===== config.mk =====
export PLATFORM = sky130hd
export DESIGN_NAME = amc_mode_port
export DESIGN_NICKNAME = d
export VERILOG_FILES = /design/src/core/amc_pkg.sv /design/src/core/amc_mode_port.sv
export VERILOG_INCLUDE_DIRS = /design/src /design/src/core
export SDC_FILE = /design/constraint.sdc
export NUM_CORES = 1
export LEC_CHECK = 0
export ABC_AREA = 1
export ABC_CLOCK_PERIOD_IN_PS = 1400
export BUFFER_PORTS_ARGS = -buffer_cell sky130_fd_sc_hd__buf_2
export CAP_MARGIN = 20
export CORE_MARGIN = 4
export CORE_UTILIZATION = 59
export DETAILED_ROUTE_END_ITERATION = 8
export PLACE_DENSITY_LB_ADDON = 0.25
export SLEW_MARGIN = 25
export SYNTH_ARGS = -nofsm -noshare
export SYNTH_HDL_FRONTEND = slang
export SYNTH_SLANG_ARGS = --single-unit

===== constraint.sdc =====
create_clock -name core_clk -period 1.4 [get_ports core_clk]
set_input_delay 0 -clock core_clk [delete_from_list [all_inputs] [get_ports core_clk]]
set_output_delay 0 -clock core_clk [all_outputs]
set_load 0.1 [all_outputs]

===== src/core/amc_map.svh =====
// amc_map.svh: register offsets, field positions, reset values and timing counts
// assumes: included by the mode-control package users; definitions only
`ifndef AMC_MAP_SVH
`define AMC_MAP_SVH
// -------------------------------------------------
// register offsets (7-bit address field)
// -------------------------------------------------
`define AMC_ADDR_SOFT_RESET 7'h00
`define AMC_ADDR_FMT_PWR 7'h01
// -------------------------------------------------
// field positions
// -------------------------------------------------
`define AMC_RESET_BIT 7
`define AMC_DUTY_OFF_BIT 7
`define AMC_SCRAMBLE_BIT 6
`define AMC_SIGNED_BIT 5
`define AMC_SLEEP_BIT 4
`define AMC_FRAME_BITS 5'h10
`define AMC_FMT_PWR_RESET 8'h00
// -------------------------------------------------
// timing counts
// -------------------------------------------------
`define AMC_NAP_WAKE_CYCLES 8'h64
`define AMC_SOFT_SLEEP_CYCLES 4'h8
`endif


===== src/core/amc_pkg.sv =====
// amc_pkg.sv: types shared by the mode-control port
// assumes: nothing beyond the map header
package amc_pkg;
   // frame state
   typedef enum logic [2:0] {
      FR_IDLE  = 3'b001,
      FR_SHIFT = 3'b010,
      FR_DONE  = 3'b100
   } amc_frame_e;
   // mode settings handed to the converter core
   typedef struct packed {
      logic twoLane16;
      logic lowCurrent;
      logic termEnable;
      logic dutyStabOff;
      logic scrambleEn;
      logic signedFmt;
      logic sleep;
      logic [3:0] nap;
   } amc_mode_s;
endpackage : amc_pkg


===== src/core/amc_mode_port.sv =====
// amc_mode_port.sv: serial/parallel mode-control port of a four-channel converter
// assumes: pins arrive asynchronous to core_clk; sck far slower than core_clk
// Functional notes
// - select low: pins form serial register link
// - one access is one 16-bit frame
// - frame starts at cs fall; sample sdi
// - sck edges past sixteen are ignored
// - cs rising ends the frame
// - order: rw, address msb-first, data msb-first
// - rw zero writes data to addressed register
// - rw one returns register on sdo
// - read frame changes nothing, ignores sdi data
// - sdo only pulls low, open drain
// - parallel cs: low two-lane16, high one-lane14
// - parallel sck: low 3.5mA, high 1.75mA
// - parallel sdi high puts device asleep
// - parallel sdo high enables termination
// - soft reset clears registers, brief sleep
// - soft reset bit self-clears after frame
// - reset register write-only, low bits unused
// - bit 7 disables duty stabilizer
// - bit 6 enables output scrambler
// - bit 5 selects two's complement
// - bit 4 sleeps whole device
// - bits 3..0 nap channels independently
// - scrambler xors lsb into upper bits
// - nap wake takes at least 100 cycles
`timescale 1ns/1ps
`default_nettype none
`include "amc_map.svh"
module amc_mode_port (
   // clock and reset
   input wire logic core_clk,
   input wire logic rst_n,
   // interface pins
   input wire logic interface_select,
   input wire logic csPin_n,
   input wire logic sckPin,
   input wire logic sdiPin,
   input wire logic sdoIn,
   output logic sdoOut,
   output logic sdoOe,
   // sample data path (one channel word, for the scrambler)
   input wire logic [13:0] rawData,
   output logic [13:0] outData,
   // mode settings to the converter core
   output amc_pkg::amc_mode_s mode,
   output logic [3:0] chanValid
);
   // -------------------------------------------------
   // pin synchronisers
   // -------------------------------------------------
   logic [4:0] syncA; // first stage, read only by syncB
   logic [4:0] syncB; // second stage
   logic sckLast; // previous synced sck, for edge find
   always_ff @(posedge core_clk or negedge rst_n) begin
      if (!rst_n) begin
         // sck resets to its idle low level so no false edge follows reset
         syncA <= 5'h1b;
         syncB <= 5'h1b;
         sckLast <= 1'b0;
      end else begin
         syncA <= {interface_select, csPin_n, sckPin, sdiPin, sdoIn};
         syncB <= syncA;
         sckLast <= syncB[2];
      end
   end
   logic selPar, csN, sck, sdi, sdoPin, sckRise;
   assign selPar = syncB[4];
   assign csN = syncB[3];
   assign sck = syncB[2];
   assign sdi = syncB[1];
   assign sdoPin = syncB[0];
   assign sckRise = sck & ~sckLast;
   // -------------------------------------------------
   // serial frame engine
   // -------------------------------------------------
   amc_pkg::amc_frame_e state;
   logic [15:0] shiftIn; // received frame bits
   logic [4:0] bitCnt; // sck rising edges taken
   logic [7:0] fmtPwr; // format and power-down register
   logic [7:0] readShift; // read-back bits
   logic frameEnd; // cs rose this cycle with a frame open
   logic fullFrame;
   logic isRead;
   assign frameEnd = (state != amc_pkg::FR_IDLE) && csN;
   assign fullFrame = (bitCnt == `AMC_FRAME_BITS);
   assign isRead = shiftIn[15];
   // frame state and bit counter
   always_ff @(posedge core_clk or negedge rst_n) begin
      if (!rst_n) begin
         state <= amc_pkg::FR_IDLE;
         bitCnt <= 5'h00;
         shiftIn <= 16'h0000;
      end else begin
         case (state)
            amc_pkg::FR_IDLE: begin
               bitCnt <= 5'h00;
               if (!selPar && !csN) begin
                  state <= amc_pkg::FR_SHIFT;
               end
            end
            amc_pkg::FR_SHIFT: begin
               if (csN) begin
                  state <= amc_pkg::FR_IDLE;
               end else if (sckRise) begin
                  shiftIn <= {shiftIn[14:0], sdi};
                  bitCnt <= bitCnt + 5'h01;
                  if (bitCnt == `AMC_FRAME_BITS - 5'h01) begin
                     state <= amc_pkg::FR_DONE;
                  end
               end
            end
            amc_pkg::FR_DONE: begin
               if (csN) begin
                  state <= amc_pkg::FR_IDLE;
               end
            end
            default: begin
               state <= amc_pkg::FR_IDLE;
            end
         endcase
      end
   end
   // -------------------------------------------------
   // register writes and software reset
   // -------------------------------------------------
   logic [3:0] softSleepCnt; // brief sleep after soft reset
   logic resetHit;
   // act only on full 16-bit frames
   assign resetHit = frameEnd && fullFrame && !isRead && shiftIn[14:8] == `AMC_ADDR_SOFT_RESET
                     && shiftIn[`AMC_RESET_BIT];
   always_ff @(posedge core_clk or negedge rst_n) begin
      if (!rst_n) begin
         fmtPwr <= `AMC_FMT_PWR_RESET;
      // soft reset clears all mode registers
      end else if (resetHit) begin
         fmtPwr <= `AMC_FMT_PWR_RESET;
      end else if (frameEnd && fullFrame && !isRead && shiftIn[14:8] == `AMC_ADDR_FMT_PWR) begin
         fmtPwr <= shiftIn[7:0];
      end
   end
   // reset bit is a pulse, never stored
   always_ff @(posedge core_clk or negedge rst_n) begin
      if (!rst_n) begin
         softSleepCnt <= 4'h0;
      end else if (resetHit) begin
         softSleepCnt <= `AMC_SOFT_SLEEP_CYCLES;
      end else if (softSleepCnt != 4'h0) begin
         softSleepCnt <= softSleepCnt - 4'h1;
      end
   end
   // -------------------------------------------------
   // read-back on open-drain sdo
   // -------------------------------------------------
   // the reset register is write-only and reads as zero
   function automatic logic [7:0] readReg(input logic [6:0] addr, input logic [7:0] fp);
      readReg = (addr == `AMC_ADDR_FMT_PWR) ? fp : 8'h00;
   endfunction : readReg
   logic readActive;
   always_ff @(posedge core_clk or negedge rst_n) begin
      if (!rst_n) begin
         readShift <= 8'h00;
         readActive <= 1'b0;
      end else if (state != amc_pkg::FR_SHIFT || csN) begin
         readActive <= 1'b0;
      // load after eighth edge, shift on later edges
      end else if (sckRise && bitCnt == 5'h07) begin
         readActive <= shiftIn[6];
         readShift <= readReg({shiftIn[5:0], sdi}, fmtPwr);
      end else if (sckRise && readActive) begin
         readShift <= {readShift[6:0], 1'b1};
      end
   end
   always_ff @(posedge core_clk or negedge rst_n) begin
      if (!rst_n) begin
         sdoOut <= 1'b0;
         sdoOe <= 1'b0;
      end else begin
         sdoOut <= 1'b0;
         sdoOe <= !selPar && readActive && !readShift[7];
      end
   end
   // -------------------------------------------------
   // mode outputs
   // -------------------------------------------------
   always_ff @(posedge core_clk or negedge rst_n) begin
      if (!rst_n) begin
         mode <= '0;
      end else if (selPar) begin
         mode.twoLane16 <= !csN;
         mode.lowCurrent <= sck;
         mode.sleep <= sdi;
         mode.termEnable <= sdoPin;
         mode.dutyStabOff <= 1'b0;
         mode.scrambleEn <= 1'b0;
         mode.signedFmt <= 1'b0;
         mode.nap <= 4'h0;
      end else begin
         mode.twoLane16 <= 1'b1;
         mode.lowCurrent <= 1'b0;
         mode.termEnable <= 1'b0;
         mode.dutyStabOff <= fmtPwr[`AMC_DUTY_OFF_BIT];
         mode.scrambleEn <= fmtPwr[`AMC_SCRAMBLE_BIT];
         mode.signedFmt <= fmtPwr[`AMC_SIGNED_BIT];
         mode.sleep <= fmtPwr[`AMC_SLEEP_BIT] || softSleepCnt != 4'h0;
         mode.nap <= fmtPwr[`AMC_SLEEP_BIT] ? 4'h0 : fmtPwr[3:0];
      end
   end
   // -------------------------------------------------
   // nap wake-up timers and output data
   // -------------------------------------------------
   logic [7:0] wakeCnt [4]; // per-channel recovery count
   genvar ch;
   generate
      for (ch = 0; ch < 4; ch++) begin : g_wake
         // hold invalid for 100 cycles after nap
         always_ff @(posedge core_clk or negedge rst_n) begin
            if (!rst_n) begin
               wakeCnt[ch] <= 8'h00;
               chanValid[ch] <= 1'b0;
            end else begin
               if (mode.nap[ch] || mode.sleep) begin
                  wakeCnt[ch] <= 8'h00;
               end else if (wakeCnt[ch] != `AMC_NAP_WAKE_CYCLES) begin
                  wakeCnt[ch] <= wakeCnt[ch] + 8'h01;
               end
               chanValid[ch] <= !mode.nap[ch] && !mode.sleep && wakeCnt[ch] == `AMC_NAP_WAKE_CYCLES;
            end
         end
      end
   endgenerate
   logic [13:0] fmtData; // offset binary or signed word, before scrambling
   assign fmtData = mode.signedFmt ? {~rawData[13], rawData[12:0]} : rawData;
   always_ff @(posedge core_clk or negedge rst_n) begin
      if (!rst_n) begin
         outData <= 14'h0000;
      end else begin
         outData <= mode.scrambleEn ? {fmtData[13:1] ^ {13{fmtData[0]}}, fmtData[0]} : fmtData;
      end
   end
   // -------------------------------------------------
   // assertions
   // -------------------------------------------------
   property p_sdo_low_only;
      @(posedge core_clk) disable iff (!rst_n) sdoOe |-> !sdoOut && !$past(selPar);
   endproperty
   a_sdo_low_only: assert property (p_sdo_low_only) else $error("sdo driven high or in strap mode");
   property p_short_frame;
      @(posedge core_clk) disable iff (!rst_n) (frameEnd && !fullFrame) |=> $stable(fmtPwr);
   endproperty
   a_short_frame: assert property (p_short_frame) else $error("short frame changed register");
   property p_write;
      @(posedge core_clk) disable iff (!rst_n)
         (frameEnd && fullFrame && !isRead && shiftIn[14:8] == `AMC_ADDR_FMT_PWR)
         |=> fmtPwr == $past(shiftIn[7:0]);
   endproperty
   a_write: assert property (p_write) else $error("write not stored");
   property p_read_keeps;
      @(posedge core_clk) disable iff (!rst_n) (frameEnd && isRead) |=> $stable(fmtPwr);
   endproperty
   a_read_keeps: assert property (p_read_keeps) else $error("read changed register");
   property p_soft_reset;
      @(posedge core_clk) disable iff (!rst_n) resetHit |=> fmtPwr == 8'h00 ##2 mode.sleep;
   endproperty
   a_soft_reset: assert property (p_soft_reset) else $error("soft reset missed");
   property p_sleep_naps;
      @(posedge core_clk) disable iff (!rst_n)
         (!selPar && fmtPwr[`AMC_SLEEP_BIT]) |=> mode.sleep && mode.nap == 4'h0;
   endproperty
   a_sleep_naps: assert property (p_sleep_naps) else $error("sleep not overriding nap");
   property p_no_extra;
      @(posedge core_clk) disable iff (!rst_n) (state == amc_pkg::FR_DONE && !csN) |=> $stable(shiftIn);
   endproperty
   a_no_extra: assert property (p_no_extra) else $error("edge after sixteenth taken");
   property p_par_lane;
      @(posedge core_clk) disable iff (!rst_n) selPar |=> mode.twoLane16 == !$past(csN);
   endproperty
   a_par_lane: assert property (p_par_lane) else $error("strap lane wrong");
endmodule : amc_mode_port
`default_nettype wire


## After elaboration in Yosys (flattened, before gate mapping)

Cells that the tools add are included.

| operators by class | value |
|---|---|
| reductions and logical operators | 49 |
| muxes and demuxes | 30 |
| eq/ne operators | 24 |
| $add $sub $neg | 6 |
| bitwise operators | 6 |

Operator list:

| operator | count |
|---|---|
| 8-bit 2-to-1 mux | 13 |
| 8-bit by 1-bit adder with 8-bit output (second input constant) | 4 |
| 8-bit by 7-bit equality test with 1-bit output (second input constant) | 4 |
| 8-bit by 7-bit inequality test with 1-bit output (second input constant) | 4 |
| 14-bit 2-to-1 mux | 2 |
| 1-bit logical AND | 19 |
| 2-bit nonzero test | 9 |
| 3-bit 2-to-1 mux | 5 |
| 7-bit by 1-bit equality test with 1-bit output (second input constant) | 2 |
| 13-bit XOR | 1 |
| 4-bit 2-to-1 mux | 3 |
| 11-bit 2-to-1 mux | 1 |
| 5-bit 2-to-1 mux | 2 |
| 5-bit one-hot mux with 2 select lines | 1 |
| 1-bit logical NOT | 9 |
| 3-bit one-hot mux with 3 select lines | 1 |
| 2-bit inequality test (second input constant) | 4 |
| 7-bit logical NOT | 1 |
| 1-bit logical OR | 6 |
| 3-bit inequality test (second input constant) | 2 |
| 3-bit AND reduction | 2 |
| 5-bit by 1-bit adder with 5-bit output (second input constant) | 1 |
| 5-bit by 3-bit equality test with 1-bit output (second input constant) | 1 |
| 5-bit by 4-bit equality test with 1-bit output (second input constant) | 1 |
| 13 further kinds | 17 |

| word-level totals | value |
|---|---|
| output and inout bits | 31 |
| logic and storage cells | 143 |
| register bits | 118 |
| input port bits | 21 |

## Depth between registers and ports, before layout

Gate-level depths: netlist of the first run.

| logic depth | value |
|---|---|
| depth after elaboration | 7 |
| depth in mapped cells | 10 |
| depth with buffers taken out | 9 |

## Worst setup path before layout of the first run

OpenSTA, ideal clock, no wires.

| path | value |
|---|---|
| path type | register to register |
| start point | register mode[6] (netlist name) |
| end point | register outData[10] |
| cell stages (with the launch flop) | 4 |
| path buffers | 1 |
| data arrival time | 1.580 ns |
| setup time | 0.127 ns |
| data required time | 1.273 ns |
| period minus slack after synthesis | 1.706 ns |
| setup slack | -0.306 ns |
| path through | dfrtp_1 -> nand2_1 -> buf_2 -> xnor2_1 |

| on the way | value |
|---|---|
| word-level cells in the longest chain between the ends | 1 |

RTL lines:

| what | line | text |
|---|---|---|
| start, declared | amc_mode_port.sv:47 | `output amc_pkg::amc_mode_s mode,` |
| 14-bit 2-to-1 mux | amc_mode_port.sv:239 | `outData <= mode.scrambleEn ? {fmtData[13:1] ^ {13{fmtData[0]}}, fmtData[0]} : fmtData;` |
| end signal, assigned | amc_mode_port.sv:239 |  |
| end, declared | amc_mode_port.sv:45 | `output logic [13:0] outData,` |

No other way between the ends.
A chain may end at the register's enable or synchronous reset.

## Worst setup path in the final report of the first run

| path | value |
|---|---|
| start point | register shiftIn[0] |
| end point | register readShift[0] |

| on the way | value |
|---|---|
| word-level cells in the longest chain between the ends | 3 |

RTL lines:

| what | line | text |
|---|---|---|
| start, declared | amc_mode_port.sv:79 | `logic [15:0] shiftIn;` |
| start signal, assigned | amc_mode_port.sv:107 | `shiftIn <= {shiftIn[14:0], sdi};` |
| 7-bit by 1-bit equality test with 1-bit output (no line) | - |  |
| 8-bit 2-to-1 mux | amc_mode_port.sv:158 | `` readReg = (addr == `AMC_ADDR_FMT_PWR) ? fp : 8'h00; `` |
| 8-bit 2-to-1 mux | amc_mode_port.sv:168 | `end else if (sckRise && bitCnt == 5'h07) begin` |
| end signal, assigned | amc_mode_port.sv:170 | `readShift <= readReg({shiftIn[5:0], sdi}, fmtPwr);` |
| end signal, assigned | amc_mode_port.sv:172 | `readShift <= {readShift[6:0], 1'b1};` |
| end, declared | amc_mode_port.sv:82 | `logic [7:0] readShift;` |

No other way between the ends.

==> results of run 1 <==
## layer usage
layer	part of all wire, %	wire length [um]	vias up
li1	-	-	2022
met1	41	4940	2092
met2	52	6330	119
met3	4.7	569	36
met4	2.6	310	0
met5	0	0	-
## where the power goes
part	switching, mW	leakage [nW]	total [mW]	internal (mW)
clock	1.52	0.302	4.54	3.02
combinational	0.812	1.59	1.23	0.422
sequential	0.162	1.54	3.77	3.61
## cell usage after synthesis (6+ instances only)
cell type  count
nand2_1      141
dfrtp_1      109
nor2_1        74
inv_1         71
o21ai_0       35
nand3_1       33
a21oi_1       14
xnor2_1       13
ha_1          12
nor3_1        10
dfstp_2        9
nand4_1        7
xor2_1         6
## logic make-up after synthesis
group                    Yosys count
AND/OR/NAND/NOR                  284
AO/OA/AOI/OAI                     56
other                              1
flip-flops                       118
buffers and inverters             85
XOR/XNOR                          19
adder cells (fa/ha/maj)           12
## registers in the layout, indices dropped and copies added, names as in the netlist
signal,count
wakeCnt,32
shiftIn,16
outData,14
mode,11
fmtPwr,8
readShift,8
bitCnt,5
syncA,5
syncB,5
chanValid,4
softSleepCnt,4
state,3
readActive,1
sckLast,1
sdoOe,1
## per-stage QoR
step | hold slack (ns) | power [mW] | setup TNS [ns]
final | 0.135 | 9.54 | -0.226
after floorplan | -0.296 | 4.51 | 0
after CTS | 0.110 | 9.47 | 0
after global placement | -0.0257 | 4.85 | -0.0396
after global routing | 0.130 | 9.90 | -1.72
after detailed placement | -0.0281 | 4.90 | -0.974
## worst reg2reg max path: cells and delay by family, from the launching register on
kind | cells | cell delay, ns
simple gates | 4 | 0.81
flops | 1 | 0.39
compound gates | 1 | 0.25
## cell usage in the layout (no fill, tap or decap), types with 5 or more instances in the layout
cell           instances
nor2_2                 7
nor2_1                68
a21oi_1               14
nand3_1               33
nand2_2               12
buf_2                 48
xnor2_1               13
o21ai_0               30
clkbuf_16             16
dfstp_2                9
nor3_1                 8
dfrtp_1              103
inv_1                 65
nand4_1                7
dlygate4sd3_1         21
buf_4                 24
inv_2                  9
xor2_1                 6
o21ai_1                5
dfrtp_2                5
ha_1                  10
nand2_1              128
## layout make-up
type,instances,area share [%]
timing repair buffer,98,10.7
sequential,118,44.5
multi-input combinational,373,29.3
tap,105,1.97
inverter,75,4.29
clock buffer,23,6.99
clock inverter,9,2.21
## worst min path at each step
| stage | from | slack [ns] | cells after the start | to |
|---|---|---|---|---|
| final | sckPin | 0.14 | 2 | syncA[2]$_DFF_PN0_ |
| after global routing | interface_select | 0.13 | 2 | syncA[4]$_DFF_PN1_ |
| after CTS | csPin_n | 0.11 | 2 | syncA[3]$_DFF_PN1_ |
| after detailed placement | rst_n | -0.03 | 1 | outData[4]$_DFF_PN0_ |
| after global placement | rst_n | -0.03 | 1 | outData[8]$_DFF_PN0_ |
| after floorplan | rst_n | -0.30 | 0 | bitCnt[0]$_DFFE_PN0P_ |
## repair_timing
| action | 4_1_cts | 5_1_grt |
|---|---|---|
| resized for setup | 8 | 40 |
| hold buffers | 21 | 0 |
| endpoints found under the hold margin | 128 | 0 |
| setup endpoints to repair | 22 | 52 |
| setup buffers | 0 | 8 |
| cloned | 0 | 1 |
| pin swaps | 0 | 12 |
==> metrics.cfg, run 1 <==
[finish]
regArea_mm2 = 0.00297
area_growth_pct = 29.6
drive_gt1_share_pct = 24.1
diodes = 0
fill_cells = 488
final_area_mm2 = 0.00668
final_util_pct = 80.1
final_cells = 801
nNetsFinal = 716
multi_input_area_mm2 = 0.00195

[drt]
vias = 4269
drtPass1Iterations = 5
drc_errors = 0
post_drt_wl_per_cell_um = 15.2
drt_iter0_drc = 255
viasPerCell = 5.33
wirelength_um = 12100
drtAntennaViolNets = 0

[grt]
grt.met2_usage_pct = 41.5
grt_max_degree = 43
grtUsageMet3_pct = 5.37
grt_pass1_wl_um = 19500
grt.met1_usage_pct = 29.7
overflow = 0
grt_pass1_vias = 4208
grt_util_all_layers_pct = 24.2
grt_busiest_layer = met2
antenna_found_initial = 0

[sta]
fin_skew_ns = 0.00683
hold_viol_final = 0
setup_ws_ns = -0.109
fin_crit_ns = 1.51
rsz0062_at_grt = true
setup_violations = 7
max_freq_mhz = 663
fin_crit_sh_pct = 108
slew_violations = 0

[run_status]
status = complete, but fails checks
violations = negative setup slack

[die]
start_util_pct = 61.8
dieHeight_um = 101
coreArea_mm2 = 0.00834
rows = 33
die_w_um = 101
die_area_mm2 = 0.0103
pin_count = 52

[synthesis]
ys_warn_count = 0
synth_mux_area_share_pct = 0
syn_nets = 608
ys_seq_elements = 118
synthFlopType = dfrtp_1
yosysSeqAreaShare_pct = 57.5
avgSynthCellArea_um2 = 8.96
yosysTopAreaCellShare_pct = 52.9
synthArstFlopShare_pct = 100
ys_types = 36
synth-simple-area-share_pct = 23.7
netlist_instances = 575
synth-edff-count = 0
synth_top_family_by_area = simple AND/OR/NAND/NOR gates
synthesis.area_mm2 = 0.00515
synthTopCellsByArea = dfrtp_1 (53%), nand2_1 (10%), nor2_1 (5.4%), inv_1 (5.2%), dfstp_2 (4.6%)
synthAdderAreaFrac_pct = 2.91
synth.largest_area_cell = dfrtp_1
synth_compound_area_share_pct = 5.66
synth_xor_area_share_pct = 3.23

[worst_setup_path]
cp_slowest_stage_delay_ns = 0.39
cp-endpoint = readShift[0]$_DFFE_PN0P_
reg2reg_depth = 5
slowest_stage = dfrtp_1
worst-path-buf-inv = 0
r2r_end = readShift[0]$_DFFE_PN0P_
rr_startpoint = shiftIn[0]$_DFFE_PN0P_
critPathTopFamily = simple AND/OR/NAND/NOR gates
startpoint = shiftIn[0]$_DFFE_PN0P_
endpoint_kind = flop
worst_path_most_repeated_cell = nand2_1
critical_path.max_fanout = 5
cp.arrival_ns = 1.95
path_cells = nor3_2 -> nand2_1 -> o21ai_1 -> nand2_1 -> nand2_1
r2r_slack_ns = -0.11
crit_required_ns = 1.84
crit_cells = 5
start_kind = flop
path_class = flop to flop

[cts]
cts.sinks = 118
path_clk_slew_ns = 0.06
cts_tree = yes
numCtsBuffers = 17
worstSkewPairLatency_ns = 0.51
htree_levels = 4
root_buffer = clkbuf_8
cts_buffer_depth = 2

[power_and_ir_drop]
ir_drop_mv = 1.31
p_leak_nw = 3.43
power_density_mw_per_mm2 = 1430

[run]
maxCapViolations = 0

[min_path]
hp-class = primary input to flop

[placed_design]
placedCellCount = 739
dpl.hpwl_um = 6980
place_ws_ns = -0.0720
port_buffers = 50
placedInstanceArea_mm2 = 0.00564
gp_congestion = 0.860

Note: power is estimated with default switching activity, not from simulation.
==> inputs of run 2 (changes only) <==
- ABC_CLOCK_PERIOD_IN_PS: 1400 -> unset
- CORE_UTILIZATION: 59 -> 45
- PLACE_DENSITY_LB_ADDON: 0.25 -> 0.08
==> run 2 against run 1 <==
- the flow now finishes without violations
- design area grew 0.66%
- register-to-register slack better by 0.13 ns
- core utilization decreased by 19 points
- sequential power about the same
- maximum frequency increased by 9.3%
- clock power down 5.3%
- worst setup slack improved by 0.13 ns
==> metrics.cfg, run 2 (synthesis gave the netlist of run 1 again) <==
[run_status]
status = completed

[finish]
regMostFlops = wakeCnt
final_area_mm2 = 0.00672  ; +0.66%
final_common_cell = nand2_1
nNetsFinal = 714  ; -0.28%
largest_reg_flops = 32  ; unchanged
regArea_mm2 = 0.00297  ; unchanged
diodes = 0  ; unchanged
largest_registers = wakeCnt x32, shiftIn x16, outData x14
final_cells = 834  ; +4.1%
multi_input_area_mm2 = 0.00199  ; +1.8%
final_util_pct = 60.9  ; -19 points
area_growth_pct = 30.5
layout_common_cells = nand2_1 (127), dfrtp_1 (103), nor2_1 (67)
drive_gt1_share_pct = 25.1  ; +0.93 points
fill_cells = 941  ; +93%

[placed_design]
placedCellCount = 775  ; +4.9%
placedInstanceArea_mm2 = 0.00569  ; +0.91%
dpl.hpwl_um = 7050  ; +1.1%
port_buffers = 50  ; unchanged
place_ws_ns = -0.105  ; -0.0335 ns
gp_congestion = 0.825  ; -4.1%

[sta]
max_freq_mhz = 724  ; +9.3%
hold_viol_final = 0  ; unchanged
setup_ws_ns = 0.0193  ; +0.128 ns
hold_slack_ns = 0.0869  ; -0.0481 ns
slew_violations = 0  ; unchanged
fin_crit_ns = 1.38  ; -0.128 ns
setup_tns_ns = 0  ; +0.226 ns
fin_crit_sh_pct = 98.6  ; -9.2 points
rsz0062_at_grt = true
fin_skew_ns = 0.00676  ; -0.0000629 ns
setup_violations = 0  ; -7

[die]
dieHeight_um = 115  ; +13%
coreArea_mm2 = 0.0110  ; +32%
die_area_mm2 = 0.0132  ; +29%
start_util_pct = 46.7  ; -15 points
pin_count = 52  ; unchanged
die_w_um = 115  ; +13%
rows = 38  ; +15%

[worst_setup_path]
path_class = flop to flop
cp_slowest_stage_delay_ns = 0.40  ; about the same
start_kind = flop
worst_path_most_repeated_cell = nor2_1
r2r_end = fmtPwr[4]$_DFFE_PN0P_
path_cells = inv_2 -> ha_4 -> nand4_4 -> nor2_4 -> buf_12 -> nand2_8 -> nor2_1 -> nor2_1
critical_path.max_fanout = 8  ; +3
endpoint_kind = flop
slowest_stage = dfrtp_1
crit_required_ns = 1.70  ; -0.14 ns
reg2reg_depth = 8  ; +3
rr_startpoint = bitCnt[0]$_DFFE_PN0P_
startpoint = bitCnt[0]$_DFFE_PN0P_
cp.arrival_ns = 1.68  ; -0.27 ns
cp-endpoint = fmtPwr[4]$_DFFE_PN0P_
r2r_slack_ns = 0.02  ; +0.13 ns

[drt]
drt_iter0_drc = 268  ; +5.1%
wirelength_um = 10200  ; -16%
drc_errors = 0  ; unchanged
drtAntennaViolNets = 0  ; unchanged
post_drt_wl_per_cell_um = 12.3  ; -19%
viasPerCell = 4.77  ; -11%
drtPass1Iterations = 4  ; -1
vias = 3978  ; -6.8%

[grt]
grt_pass1_vias = 3982  ; -5.4%
overflow = 0  ; unchanged
grt_max_degree = 38  ; -12%
antenna_found_initial = 0  ; unchanged
grt_pass1_wl_um = 17800  ; -8.3%
grt_util_all_layers_pct = 17.1  ; -7.2 points

[power_and_ir_drop]
p_leak_nw = 3.38  ; -1.7%
ir_drop_mv = 1.12  ; -14%
power_density_mw_per_mm2 = 1370  ; -4.0%
total_power_mw = 9.22  ; -3.4%

[cts]
numCtsBuffers = 17  ; unchanged
cts_buffer_depth = 2  ; unchanged
worstSkewPairLatency_ns = 0.41  ; -0.10 ns
root_buffer = clkbuf_16
cts_tree = yes
cts.sinks = 118  ; unchanged
htree_levels = 4  ; unchanged
path_clk_slew_ns = 0.05  ; about the same

[min_path]
hp-class = primary input to asynchronous set/reset pin

[run]
maxCapViolations = 0  ; unchanged

run 2: cell type report:
| cell class | count | share of cell area (%) |
|---|---|---|
| sequential | 118 | 44.2 |
| multi-input combinational | 374 | 29.6 |
| timing repair buffer | 95 | 10.4 |
| clock buffer | 24 | 7.46 |
| inverter | 75 | 4.23 |
| tap | 140 | 2.61 |
| clock inverter | 8 | 1.41 |
run 2: worst max-delay path: cells and delay by family, from the launching register on:
| kind | cells | cell delay [ns] |
|---|---|---|
| adders and majority gates | 1 | 0.14 |
| DFF | 1 | 0.40 |
| buffers and inverters | 2 | 0.23 |
| and+or+nand+nor | 5 | 0.49 |
run 2: worst min path at each step:
stage           from                        to  slack [ns]  cells past startpoint
6_report       rst_n    readActive$_DFFE_PN0P_        0.09                      2
5_1_grt        rst_n    readActive$_DFFE_PN0P_        0.11                      2
4_1_cts        rst_n    readActive$_DFFE_PN0P_        0.09                      2
3_5_place_dp   rst_n  readShift[3]$_DFFE_PN0P_      -0.004                      1
3_3_place_gp   rst_n  readShift[3]$_DFFE_PN0P_       -0.01                      1
2_1_floorplan  rst_n     bitCnt[0]$_DFFE_PN0P_       -0.30                      0
run 2: metal layers:
metal | vias to the layer above | track usage [%] | share of wire, %
met2 | 56 | 27.1 | 49
met3 | 10 | 6.00 | 3.5
li1 | 2021 | - | -
met1 | 1891 | 21.6 | 46
met5 | - | 0 | 0
met4 | 0 | 6.42 | 1.1
run 2: power breakdown:
part / total, mW / leakage, nW / switching, mW / internal (mW)
Combinational: 1.14 / 1.54 / 0.739 / 0.401
Sequential: 3.78 / 1.54 / 0.174 / 3.61
Clock: 4.30 / 0.292 / 1.46 / 2.84
run 2: what timing repair did:
| action | 4_1_cts | 5_1_grt |
|---|---|---|
| gates resized for setup | 3 | 51 |
| hold buffers | 20 | 0 |
| hold endpoints to repair | 130 | 0 |
| pin swaps | 0 | 12 |
| setup endpoints to repair | 18 | 43 |
| gates cloned | 0 | 2 |
| buffers inserted | 0 | 5 |
